File: src/tmr_pkg.sv
package tmr_pkg;
	localparam int          CNT_W      = 32;
	localparam int          PRE_W      = 16;
	localparam int          HALVES     = 2;
	localparam int          ADDR_W     = 8;
	// register byte offsets
	localparam logic [7:0]  OFS_CFG    = 8'h00;
	localparam logic [7:0]  OFS_CTRL_A = 8'h04;
	localparam logic [7:0]  OFS_CTRL_B = 8'h08;
	localparam logic [7:0]  OFS_UPD    = 8'h0C;
	localparam logic [7:0]  OFS_LOAD_A = 8'h10;
	localparam logic [7:0]  OFS_LOAD_B = 8'h14;
	localparam logic [7:0]  OFS_MTCH_A = 8'h18;
	localparam logic [7:0]  OFS_MTCH_B = 8'h1C;
	localparam logic [7:0]  OFS_PRE_A  = 8'h20;
	localparam logic [7:0]  OFS_PRE_B  = 8'h24;
	localparam logic [7:0]  OFS_VAL_A  = 8'h28;
	localparam logic [7:0]  OFS_VAL_B  = 8'h2C;
	localparam logic [7:0]  OFS_PREVAL = 8'h30;
	// field positions
	localparam int          CFG_SPLIT  = 0;
	localparam int          CTL_EN     = 0;
	localparam int          CTL_UP     = 1;
	localparam int          CTL_MODE_L = 2;
	localparam int          CTL_MODE_H = 3;
	localparam int          UPD_SEL_A  = 0;
	localparam int          UPD_SEL_B  = 1;
	localparam int          UPD_RLD    = 4;
	localparam int          UPD_CMP    = 5;
	localparam logic [31:0] RST_WORD   = 32'h0000_0000;

	typedef enum logic [1:0] {
		MODE_ONESHOT  = 2'h0,
		MODE_PERIODIC = 2'h1,
		MODE_CAPCNT   = 2'h2,
		MODE_PWM      = 2'h3
	} tmr_mode_t;

	// per-half configuration; defer bits clear means reload_apply_now / compare_apply_now
	typedef struct packed {
		logic      enable;
		logic      count_up;
		tmr_mode_t mode;
		logic      reload_defer;
		logic      compare_defer;
	} half_cfg_t;

	// software write strobes towards one half
	typedef struct packed {
		logic             load_wr;
		logic             match_wr;
		logic             pre_wr;
		logic [CNT_W-1:0] wdata;
	} half_wr_t;

	// live view of one half
	typedef struct packed {
		logic [CNT_W-1:0] count;
		logic [PRE_W-1:0] pre;
		logic [CNT_W-1:0] reload_shd;
		logic [CNT_W-1:0] match_shd;
		logic [CNT_W-1:0] match_act;
		logic [PRE_W-1:0] pre_load;
		logic             at_zero;
	} half_view_t;
endpackage : tmr_pkg

File: src/timer_load_match_update.sv
// Summary of operation
// - default reload applies at once: counting down it replaces the count, counting up the count restarts at zero
// - deferred reload enters counter at next zero
// - default match value becomes active at once
// - deferred match switches at next down zero
// - defer selections matter only when counting down
// - update modes per half A, B, both
// - live count readable, full 64 bits too
// - prescaler, split only: lsb for down periodic/oneshot, else msb
// - match sets capture interrupt and pwm duty
//
// Chosen here: the register addresses and the APB interface to the registers.
module timer_load_match_update
	import tmr_pkg::*;
(
	input  wire logic               core_clk,
	input  wire logic               nrst,
	input  wire logic               psel,
	input  wire logic               penable,
	input  wire logic               pwrite,
	input  wire logic [ADDR_W-1:0]  paddr,
	input  wire logic [31:0]        pwdata,
	output logic      [31:0]        prdata,
	output logic                    pready,
	output logic                    pslverr,
	output logic      [HALVES-1:0]  match_evt,
	output logic      [HALVES-1:0]  pwm_out
);
	typedef struct packed {
		logic                    split;
		half_cfg_t [HALVES-1:0]  cfg;
		logic [CNT_W-1:0]        snap_hi;
		logic [31:0]             prdata;
		logic                    pready;
		logic                    pslverr;
		logic [HALVES-1:0]       match_evt;
		logic [HALVES-1:0]       pwm_out;
	} top_st_t;

	top_st_t                 st_r;
	top_st_t                 st_nxt;
	half_cfg_t [HALVES-1:0]  eff_cfg;
	half_wr_t  [HALVES-1:0]  hwr;
	half_view_t [HALVES-1:0] hv;
	logic [HALVES-1:0]       ext_step;
	logic [HALVES-1:0]       zero_in;
	logic [HALVES-1:0]       wrap;
	logic [HALVES-1:0]       hit;
	logic                    acc;
	logic                    wr_go;
	logic                    rd_go;
	logic                    mapped;
	logic [31:0]             rd_word;

	// one wait state: the access phase answers on its second edge
	// first access edge: the read word is registered and pready rises
	// second access edge: the master samples pready and a write lands, with
	// the request still held, so a master that drops the request early loses it
	// a longer wait would only cost time, since every register is local
	assign acc   = psel & penable & ~st_r.pready;
	assign wr_go = psel & penable & st_r.pready & pwrite & mapped;
	assign rd_go = acc & ~pwrite;

	// register map, byte offsets, one aligned word each:
	//   0x00 configuration, bit 0 splits the pair into two halves
	//   0x04 / 0x08 half A / half B control: enable, direction, mode
	//   0x0C update mode: select bits for A and B, reload and match defer
	//   0x10 / 0x14 reload value of half A / half B
	//   0x18 / 0x1C match value of half A / half B
	//   0x20 / 0x24 prescale load of half A / half B
	//   0x28 / 0x2C live count of half A / half B
	//   0x30 both live prescalers, half B in the upper half word
	// anything else answers with an error and reads as zero
	// address decode
	always_comb begin
		unique case (paddr)
			OFS_CFG, OFS_CTRL_A, OFS_CTRL_B, OFS_UPD, OFS_LOAD_A, OFS_LOAD_B,
			OFS_MTCH_A, OFS_MTCH_B, OFS_PRE_A, OFS_PRE_B, OFS_VAL_A, OFS_VAL_B,
			OFS_PREVAL: mapped = 1'b1;
			default:    mapped = 1'b0;
		endcase
	end

	// read mux; programmed values read from the shadows
	// a read has no side effect apart from the upper-word snapshot
	always_comb begin
		rd_word = RST_WORD;
		unique case (paddr)
			OFS_CFG:    rd_word[CFG_SPLIT] = st_r.split;
			OFS_CTRL_A: begin
				rd_word[CTL_EN]                = st_r.cfg[0].enable;
				rd_word[CTL_UP]                = st_r.cfg[0].count_up;
				rd_word[CTL_MODE_H:CTL_MODE_L] = st_r.cfg[0].mode;
			end
			OFS_CTRL_B: begin
				rd_word[CTL_EN]                = st_r.cfg[1].enable;
				rd_word[CTL_UP]                = st_r.cfg[1].count_up;
				rd_word[CTL_MODE_H:CTL_MODE_L] = st_r.cfg[1].mode;
			end
			OFS_UPD: begin
				rd_word[UPD_SEL_A] = 1'b1;
				rd_word[UPD_SEL_B] = st_r.split;
				rd_word[UPD_RLD]   = st_r.cfg[0].reload_defer;
				rd_word[UPD_CMP]   = st_r.cfg[0].compare_defer;
			end
			OFS_LOAD_A: rd_word = hv[0].reload_shd;
			OFS_LOAD_B: rd_word = hv[1].reload_shd;
			OFS_MTCH_A: rd_word = hv[0].match_shd;
			OFS_MTCH_B: rd_word = hv[1].match_shd;
			OFS_PRE_A:  rd_word[PRE_W-1:0] = hv[0].pre_load;
			OFS_PRE_B:  rd_word[PRE_W-1:0] = hv[1].pre_load;
			OFS_VAL_A:  rd_word = hv[0].count;
			// full width: upper word comes from the snapshot taken with the lower read
			OFS_VAL_B:  rd_word = st_r.split ? hv[1].count : st_r.snap_hi;
			OFS_PREVAL: rd_word = {hv[1].pre, hv[0].pre};
			default:    rd_word = RST_WORD;
		endcase
	end

	// in full width half B follows half A's settings and is fed by A's carry
	// A's wrap is the carry, so B moves once per period of A
	generate
		for (genvar h = 0; h < HALVES; h++) begin : g_half
			if (h == 0) begin : g_lo
				assign ext_step[h] = 1'b1;
				assign eff_cfg[h]  = st_r.cfg[h];
			end else begin : g_hi
				assign ext_step[h] = st_r.split ? 1'b1 : wrap[0];
				assign eff_cfg[h]  = st_r.split ? st_r.cfg[h] : st_r.cfg[0];
			end
			// a full-width zero needs both words at zero
			assign zero_in[h] = st_r.split ? hv[h].at_zero : hv[0].at_zero & hv[1].at_zero;

			// write strobes; each half takes only its own register writes, so in
			// full width software writes the upper word to B and the lower to A
			always_comb begin
				hwr[h]          = '0;
				hwr[h].wdata    = pwdata;
				hwr[h].load_wr  = wr_go & (paddr == (h == 0 ? OFS_LOAD_A : OFS_LOAD_B));
				hwr[h].match_wr = wr_go & (paddr == (h == 0 ? OFS_MTCH_A : OFS_MTCH_B));
				hwr[h].pre_wr   = wr_go & (paddr == (h == 0 ? OFS_PRE_A : OFS_PRE_B));
			end

			timer_half u_half (
				.core_clk (core_clk),
				.nrst     (nrst),
				.cfg      (eff_cfg[h]),
				.use_pre  (st_r.split),
				.ext_step (ext_step[h]),
				.zero_in  (zero_in[h]),
				.wr       (hwr[h]),
				.view     (hv[h]),
				.wrap     (wrap[h]),
				.hit      (hit[h])
			);
		end
	endgenerate

	// bus answer, configuration writes and registered outputs
	always_comb begin
		st_nxt         = st_r;
		st_nxt.pready  = acc;
		st_nxt.pslverr = acc & ~mapped;
		if (rd_go) begin
			st_nxt.prdata = mapped ? rd_word : RST_WORD;
		end
		// the upper word is frozen when the lower word is read, so a carry
		// between the two reads cannot tear the 64-bit value
		if (rd_go && paddr == OFS_VAL_A && !st_r.split) begin
			st_nxt.snap_hi = hv[1].count;
		end
		if (wr_go) begin
			unique case (paddr)
				OFS_CFG: st_nxt.split = pwdata[CFG_SPLIT];
				OFS_CTRL_A, OFS_CTRL_B: begin
					for (int i = 0; i < HALVES; i++) begin
						if (paddr == (i == 0 ? OFS_CTRL_A : OFS_CTRL_B)) begin
							st_nxt.cfg[i].enable   = pwdata[CTL_EN];
							st_nxt.cfg[i].count_up = pwdata[CTL_UP];
							st_nxt.cfg[i].mode     = tmr_mode_t'(pwdata[CTL_MODE_H:CTL_MODE_L]);
						end
					end
				end
				OFS_UPD: begin
					// select bits pick A, B or both; B is ignored when not split
					// the defer bits only take hold while a half counts down
					if (pwdata[UPD_SEL_A]) begin
						st_nxt.cfg[0].reload_defer  = pwdata[UPD_RLD];
						st_nxt.cfg[0].compare_defer = pwdata[UPD_CMP];
					end
					if (pwdata[UPD_SEL_B] && st_r.split) begin
						st_nxt.cfg[1].reload_defer  = pwdata[UPD_RLD];
						st_nxt.cfg[1].compare_defer = pwdata[UPD_CMP];
					end
				end
				default: st_nxt.split = st_r.split;
			endcase
		end
		// match event marks the interrupt point in capture count, pwm level sets duty
		// both look at the active match only, so a deferred value cannot
		// disturb the duty cycle in mid-period
		for (int i = 0; i < HALVES; i++) begin
			st_nxt.match_evt[i] = hit[i] & eff_cfg[i].mode == MODE_CAPCNT;
			st_nxt.pwm_out[i]   = eff_cfg[i].enable & eff_cfg[i].mode == MODE_PWM
				& hv[i].count > hv[i].match_act;
		end
	end

	// state register
	// one register for all top state keeps reset and update in one place
	always_ff @(posedge core_clk or negedge nrst) begin
		if (!nrst) begin
			st_r <= '0;
		end else begin
			st_r <= st_nxt;
		end
	end

	// every output is a register bit, so nothing combinational reaches a pin
	assign prdata    = st_r.prdata;
	assign pready    = st_r.pready;
	assign pslverr   = st_r.pslverr;
	assign match_evt = st_r.match_evt;
	assign pwm_out   = st_r.pwm_out;
endmodule : timer_load_match_update

File: src/timer_half.sv
module timer_half
	import tmr_pkg::*;
(
	input  wire logic       core_clk,
	input  wire logic       nrst,
	input  wire half_cfg_t  cfg,
	input  wire logic       use_pre,
	input  wire logic       ext_step,
	input  wire logic       zero_in,
	input  wire half_wr_t   wr,
	output half_view_t      view,
	output logic            wrap,
	output logic            hit
);
	typedef struct packed {
		logic [CNT_W-1:0] cnt;
		logic [PRE_W-1:0] pre;
		logic [PRE_W-1:0] pre_load;
		logic [CNT_W-1:0] reload_act;
		logic [CNT_W-1:0] reload_shd;
		logic             reload_pend;
		logic [CNT_W-1:0] match_act;
		logic [CNT_W-1:0] match_shd;
		logic             match_pend;
		logic             done;
	} half_st_t;

	half_st_t st_r;
	half_st_t st_nxt;
	logic     down;
	logic     pre_lsb;
	logic     active;
	logic     cnt_step;
	logic     xfer;

	// prescaler role and the main counter's advance condition
	assign down     = ~cfg.count_up;
	assign pre_lsb  = use_pre & down & (cfg.mode == MODE_ONESHOT | cfg.mode == MODE_PERIODIC);
	assign active   = cfg.enable & ~st_r.done;
	assign cnt_step = active & ext_step & (~pre_lsb | st_r.pre == '0);
	assign wrap     = cnt_step & (down ? st_r.cnt == '0 : st_r.cnt == st_r.reload_act);
	// while counting down, deferred values move over only on a pass through zero
	assign xfer     = down & zero_in & cnt_step;
	assign hit      = active & st_r.cnt == st_r.match_act;

	assign view.count      = st_r.cnt;
	assign view.pre        = st_r.pre;
	assign view.reload_shd = st_r.reload_shd;
	assign view.match_shd  = st_r.match_shd;
	assign view.match_act  = st_r.match_act;
	assign view.pre_load   = st_r.pre_load;
	assign view.at_zero    = st_r.cnt == '0 & (pre_lsb | ~use_pre | st_r.pre == '0);

	// counting, prescaling and load/match hand-over
	always_comb begin
		st_nxt = st_r;
		if (cnt_step) begin
			if (down) begin
				st_nxt.cnt = wrap ? st_r.reload_act : st_r.cnt - 1'b1;
			end else begin
				st_nxt.cnt = wrap ? '0 : st_r.cnt + 1'b1;
			end
			if (wrap && cfg.mode == MODE_ONESHOT) begin
				st_nxt.cnt  = st_r.cnt;
				st_nxt.done = 1'b1;
			end
		end
		// lsb role: divider ahead of the counter; msb role: extension above it
		if (use_pre && active && ext_step) begin
			if (pre_lsb) begin
				st_nxt.pre = st_r.pre == '0 ? st_r.pre_load : st_r.pre - 1'b1;
			end else if (wrap) begin
				if (down) begin
					st_nxt.pre = st_r.pre == '0 ? st_r.pre_load : st_r.pre - 1'b1;
				end else begin
					st_nxt.pre = st_r.pre == st_r.pre_load ? '0 : st_r.pre + 1'b1;
				end
			end
		end
		if (xfer && st_r.reload_pend) begin
			st_nxt.reload_act  = st_r.reload_shd;
			st_nxt.cnt         = st_r.reload_shd;
			st_nxt.reload_pend = 1'b0;
		end
		if (xfer && st_r.match_pend) begin
			st_nxt.match_act  = st_r.match_shd;
			st_nxt.match_pend = 1'b0;
		end
		// pending values are released at once if the direction turns to up
		if (!down && st_r.reload_pend) begin
			st_nxt.reload_act  = st_r.reload_shd;
			st_nxt.reload_pend = 1'b0;
		end
		if (!down && st_r.match_pend) begin
			st_nxt.match_act  = st_r.match_shd;
			st_nxt.match_pend = 1'b0;
		end
		// software writes come last so a write beats a same-cycle transfer
		if (wr.load_wr) begin
			st_nxt.reload_shd = wr.wdata;
			st_nxt.done       = 1'b0;
			if (cfg.reload_defer && down) begin
				st_nxt.reload_pend = 1'b1;
			end else begin
				st_nxt.reload_act  = wr.wdata;
				st_nxt.cnt         = down ? wr.wdata : '0;
				st_nxt.reload_pend = 1'b0;
			end
		end
		if (wr.match_wr) begin
			st_nxt.match_shd = wr.wdata;
			if (cfg.compare_defer && down) begin
				st_nxt.match_pend = 1'b1;
			end else begin
				st_nxt.match_act  = wr.wdata;
				st_nxt.match_pend = 1'b0;
			end
		end
		if (wr.pre_wr) begin
			st_nxt.pre_load = wr.wdata[PRE_W-1:0];
			st_nxt.pre      = wr.wdata[PRE_W-1:0];
		end
	end

	// state register
	always_ff @(posedge core_clk or negedge nrst) begin
		if (!nrst) begin
			st_r <= '0;
		end else begin
			st_r <= st_nxt;
		end
	end
endmodule : timer_half

File: config.mk
export PLATFORM = sky130hd
export DESIGN_NAME = timer_load_match_update
export DESIGN_NICKNAME = d
export VERILOG_FILES = /design/src/tmr_pkg.sv /design/src/timer_load_match_update.sv /design/src/timer_half.sv
export SDC_FILE = /design/constraint.sdc
export NUM_CORES = 2
export LEC_CHECK = 0
export BUFFER_PORTS_ARGS = -buffer_cell sky130_fd_sc_hd__buf_4
export CAP_MARGIN = 15
export CORE_ASPECT_RATIO = 2
export CORE_MARGIN = 5
export CORE_UTILIZATION = 50
export CTS_BUF_LIST = sky130_fd_sc_hd__clkbuf_16
export DETAILED_ROUTE_END_ITERATION = 16
export GPL_ROUTABILITY_DRIVEN = 0
export GPL_TIMING_DRIVEN = 0
export PLACE_DENSITY_LB_ADDON = 0.08
export SYNTH_ARGS = -nofsm -noshare
export SYNTH_HDL_FRONTEND = slang
export SYNTH_SLANG_ARGS = --single-unit
File: constraint.sdc
create_clock -name core_clk -period 5.1 [get_ports core_clk]
set_clock_uncertainty 0.2 [all_clocks]
set_input_delay 0.765 -clock core_clk [delete_from_list [all_inputs] [get_ports core_clk]]
set_output_delay 0.765 -clock core_clk [all_outputs]
set_load 0.05 [all_outputs]
==> results.md <==
* Count of filler cells inserted in the layout at 5,727
* Total number of vias at 31,900
* Syn_nets at 3,722
* Power per cell area at 231 nW/um2
* Synth Area in XOR/XNOR at 0.0513
* Outcome: complete, but fails checks
* # nets final at 3,857
* CTS tree: yes
* Minimum clock period at 5.15 ns
* Most used standard cells in the synthesized netlist: sky130_fd_sc_hd__nand2_1, sky130_fd_sc_hd__dfrtp_1, sky130_fd_sc_hd__o21ai_0, sky130_fd_sc_hd__clkbuf_1, sky130_fd_sc_hd__mux2i_1
* Master of the slowest instance on the critical path: sky130_fd_sc_hd__clkbuf_1
* Length in cells of the worst reg-to-reg path at 14
* Ports at 83
* # H-tree levels at 2
* Root buffer cell: sky130_fd_sc_hd__clkbuf_16
* Cell count after placement at 4,464
* Post-route insts no fill at 4,566
* Mean cell area of the mapped netlist at 8.58 um2
* Total core area at 61,700 um2
* Total of endpoints with negative setup slack in the final report at 2
* Vias in the first global route at 31,400
* Starting Density at 0.501
* Via density per instance at 6.98
* Number of register bits inferred by synthesis at 473
* Number of maximum-capacitance violations at 1
* Most instantiated flip-flop cell in the synthesis netlist: sky130_fd_sc_hd__dfrtp_1
* Max Fanout on Critical Path at 10
* Critical path arrival at 5.44 ns
* Unique cell type count in the Yosys netlist at 71
* Post-detailed-route count of antenna-violating nets at 0
* Kind of path behind the tightest hold check: in -> reg
* Highest clock frequency the design can meet at 194 MHz
* Top cells by area, synth: sky130_fd_sc_hd__dfrtp_1, sky130_fd_sc_hd__mux2i_1, sky130_fd_sc_hd__nand2_1
* Total wire length at 151,000 um
* Final cell area excluding filler cells at 34,400 um2
* Clock Pin Slew Worst Setup and Hold Paths at 0.07 ns
* Worst R2R End: g_half[0].u_half.view[140]
* Async set-reset flop share out of synthesis at 1.00
* Instance area after placement at 32,600 um2
* Worst Setup End Kind: register
* Worst hold path stage count at 2
* Least-Margin Pin Slew at 1.49 ns
* Number of enable flip-flop cells after synthesis at 0
* Largest stage delay on the critical path at 0.89 ns
* Sequential-to-total area share from yosys stat at 0.383
* Setup repair after global routing missed its margin: false
* Max VDD drop at 0.000264 V
* Main combinational cell family by area after synthesis: simple AND/OR/NAND/NOR gates
* Antenna violations before repair at 12
* Synthesized instance count at 3,602
* Number of slew-limit violations in the final report at 0
* Signed area change from the synthesized netlist to the final layout at 11.2%
* Number of iterations in the first detailed-routing pass at 12
* Tightest hold margin at 0.238 ns
* Site row count at 129
* Insertion delay of the later-clocked pin in the worst-skew pair at 0.63 ns
* Die Wd at 186 um
* Largest net degree at the start of global routing at 117
* Headroom to the max-slew limit at 0.00216
* Die Height at 362 um
* Post-synth top area cell: sky130_fd_sc_hd__dfrtp_1
* Wire length of the first global-routing pass at 216,000 um
* Per-cell routed wire length at 33.1 um
* Clock tree sinks at 473
* Cell leakage power at 15.9 nW
* Complex-gate fraction of the synthesized area at 0.179
* Total GRT Usage at 0.442
* Number of buffers on the longest clock path at 3
* Port Buffer Count at 65
* Number of violations reported at the end of detailed-routing iteration 0 at 4,832
* Multiplexer area fraction after synthesis at 0.115
* Cell family with most CP delay: buffers and inverters
* Final hold violation count at 0
* Area of the die at 67,200 um2
* Adder and majority cell fraction of the synthesized area at 0.0303
* Required time at the endpoint of the critical path at 5.39 ns
* Synthesis warning total at 0
* Dominant cell type by count on the critical path: sky130_fd_sc_hd__clkbuf_1
* Mapped Area at 30,900 um2
* Type of origin of the critical path: input port
* Worst Hold Path EP: g_half[1].u_half.view[59]
* GR Overflow Total at 0
* Number of CTS-inserted buffers at 47
* Period utilisation layout at 1.01
* Chain of cells forming the critical path: buf_4, nor2_1, o211a_1, and2_1, clkbuf_1, nand2_1, nor2_1, clkbuf_1, clkbuf_1, a22oi_1, o21ai_0
* Final setup slack of the worst path at -0.0476 ns
* Startpoint of the worst register-to-register path: g_half[0].u_half.view[113]
* Fraction of layout instances using a drive strength above 1 at 0.102
* Overall power after layout at 0.00794 W
* Area fraction in and, or, nand and nor cells after synthesis at 0.183
* Register-to-Register Setup Slack at -0.01 ns
* Violations in the final reports: max-capacitance violations, negative setup slack
* Final-layout setup total negative slack at -0.0601 ns
* Critical Setup Path Class: in -> reg
* Share of the synthesized area in the top cell type at 0.383
* Count leader, synth: sky130_fd_sc_hd__nand2_1
* Residual DRC count at 0
* DP Wirelength at 114,000 um
* CP Buf/Inv Count at 4
* Hold path startpoint: pwdata[10]
[through the flow]
step	setup WS, ns	util
after floorplan	1.18	-
after global placement	-2.00	0.525
after detailed placement	-0.587	0.528
after CTS	0.0293	0.555
after global routing	0.0256	0.558
final	-0.0476	0.558
[layout make-up]
type                            count  area, um2  share of cell area
Multi-Input combinational cell   2682      17400               0.506
Timing Repair Buffer               88        764              0.0222
Inverter                           95        357              0.0104
Buffer                            350       1500              0.0435
Clock buffer                       47       1180              0.0342
Sequential cell                   473      11800               0.344
Tap cell                          786        983              0.0286
Antenna cell                        6       15.0            0.000437
Clock inverter                     39        375              0.0109
[repair_timing]
action                     CTS  global route
setup endpoints to repair   44           116
buffers inserted             2             2
pin swaps                    1             1
resized for setup           13            38
hold buffers                 1             0
hold endpoints to repair    54             0
[layer usage]
metal  vias to the layer above  global-route usage  part of all wire
met4                         4               0.434              0.14
met2                      2568               0.682              0.44
met1                     15100               0.468              0.31
met5                         -            0.000741           0.00018
li1                      13200                   -                 -
met3                      1081               0.130              0.11
[cells by family after synthesis]
kind of cell             Yosys count
AND/OR/NAND/NOR                 1211
AO/OA/AOI/OAI                    876
flip-flops                       473
buffers and inverters            447
multiplexers                     339
XOR/XNOR                         181
adder cells (fa/ha/maj)           75
[cell usage in the layout (no fill, tap or decap), types with 12 or more instances in the layout]
| cell type | instances |
|---|---|
| sky130_fd_sc_hd__o21ai_0 | 335 |
| sky130_fd_sc_hd__or4_1 | 34 |
| sky130_fd_sc_hd__xor2_1 | 63 |
| sky130_fd_sc_hd__o22ai_1 | 23 |
| sky130_fd_sc_hd__nand2_1 | 546 |
| sky130_fd_sc_hd__o211ai_1 | 54 |
| sky130_fd_sc_hd__buf_4 | 108 |
| sky130_fd_sc_hd__ha_1 | 75 |
| sky130_fd_sc_hd__a221oi_1 | 35 |
| sky130_fd_sc_hd__buf_1 | 29 |
| sky130_fd_sc_hd__clkbuf_16 | 47 |
| sky130_fd_sc_hd__nand4b_1 | 12 |
| sky130_fd_sc_hd__a22oi_1 | 44 |
| sky130_fd_sc_hd__a222oi_1 | 18 |
| sky130_fd_sc_hd__inv_1 | 101 |
| sky130_fd_sc_hd__a22o_1 | 27 |
| sky130_fd_sc_hd__nor2b_1 | 16 |
| sky130_fd_sc_hd__nand4_1 | 54 |
| sky130_fd_sc_hd__and3_1 | 30 |
| sky130_fd_sc_hd__o32ai_1 | 14 |
| sky130_fd_sc_hd__nor3_1 | 82 |
| sky130_fd_sc_hd__or3_1 | 23 |
| sky130_fd_sc_hd__a21o_1 | 42 |
| sky130_fd_sc_hd__dfrtp_1 | 473 |
| sky130_fd_sc_hd__mux2_2 | 132 |
| sky130_fd_sc_hd__mux2i_1 | 207 |
| sky130_fd_sc_hd__clkbuf_2 | 17 |
| sky130_fd_sc_hd__a21oi_1 | 147 |
| sky130_fd_sc_hd__a211oi_1 | 22 |
| sky130_fd_sc_hd__clkbuf_1 | 260 |
| sky130_fd_sc_hd__nand2b_1 | 14 |
| sky130_fd_sc_hd__a31oi_1 | 22 |
| sky130_fd_sc_hd__nand3_1 | 81 |
| sky130_fd_sc_hd__nor4_1 | 50 |
| sky130_fd_sc_hd__xnor2_1 | 115 |
| sky130_fd_sc_hd__nor2_1 | 203 |
[worst max path at each step]
stage	start	end	slack, ns	cells after the start
after global routing	g_half[1].u_half.view[123]	g_half[1].u_half.view[30]	0.03	11
final	paddr[1]	g_half[1].u_half.view[157]	-0.05	11
after floorplan	g_half[1].u_half.view[143]	g_half[1].u_half.view[113]	1.18	13
after detailed placement	g_half[0].u_half.view[113]	g_half[1].u_half.view[153]	-0.59	13
after global placement	nrst	g_half[0].u_half.view[122]	-2.00	1
after CTS	g_half[0].u_half.view[113]	g_half[1].u_half.view[153]	0.03	14
[power by group]
group | switching, W | internal, W | total [W]
registers | 0.0000184 | 0.00376 | 0.00378
clock network | 0.00168 | 0.00200 | 0.00368
logic | 0.000353 | 0.000120 | 0.000473
[sequential cells by signal, summed over array words and instances (netlist names)]
register	flops
pready	1
st_r	39
g_half.u_half.st_r	70
g_half.u_half.view	320
eff_cfg	6
pslverr	1
prdata	32
match_evt	2
pwm_out	2
Power figures use the tool's default switching activity.
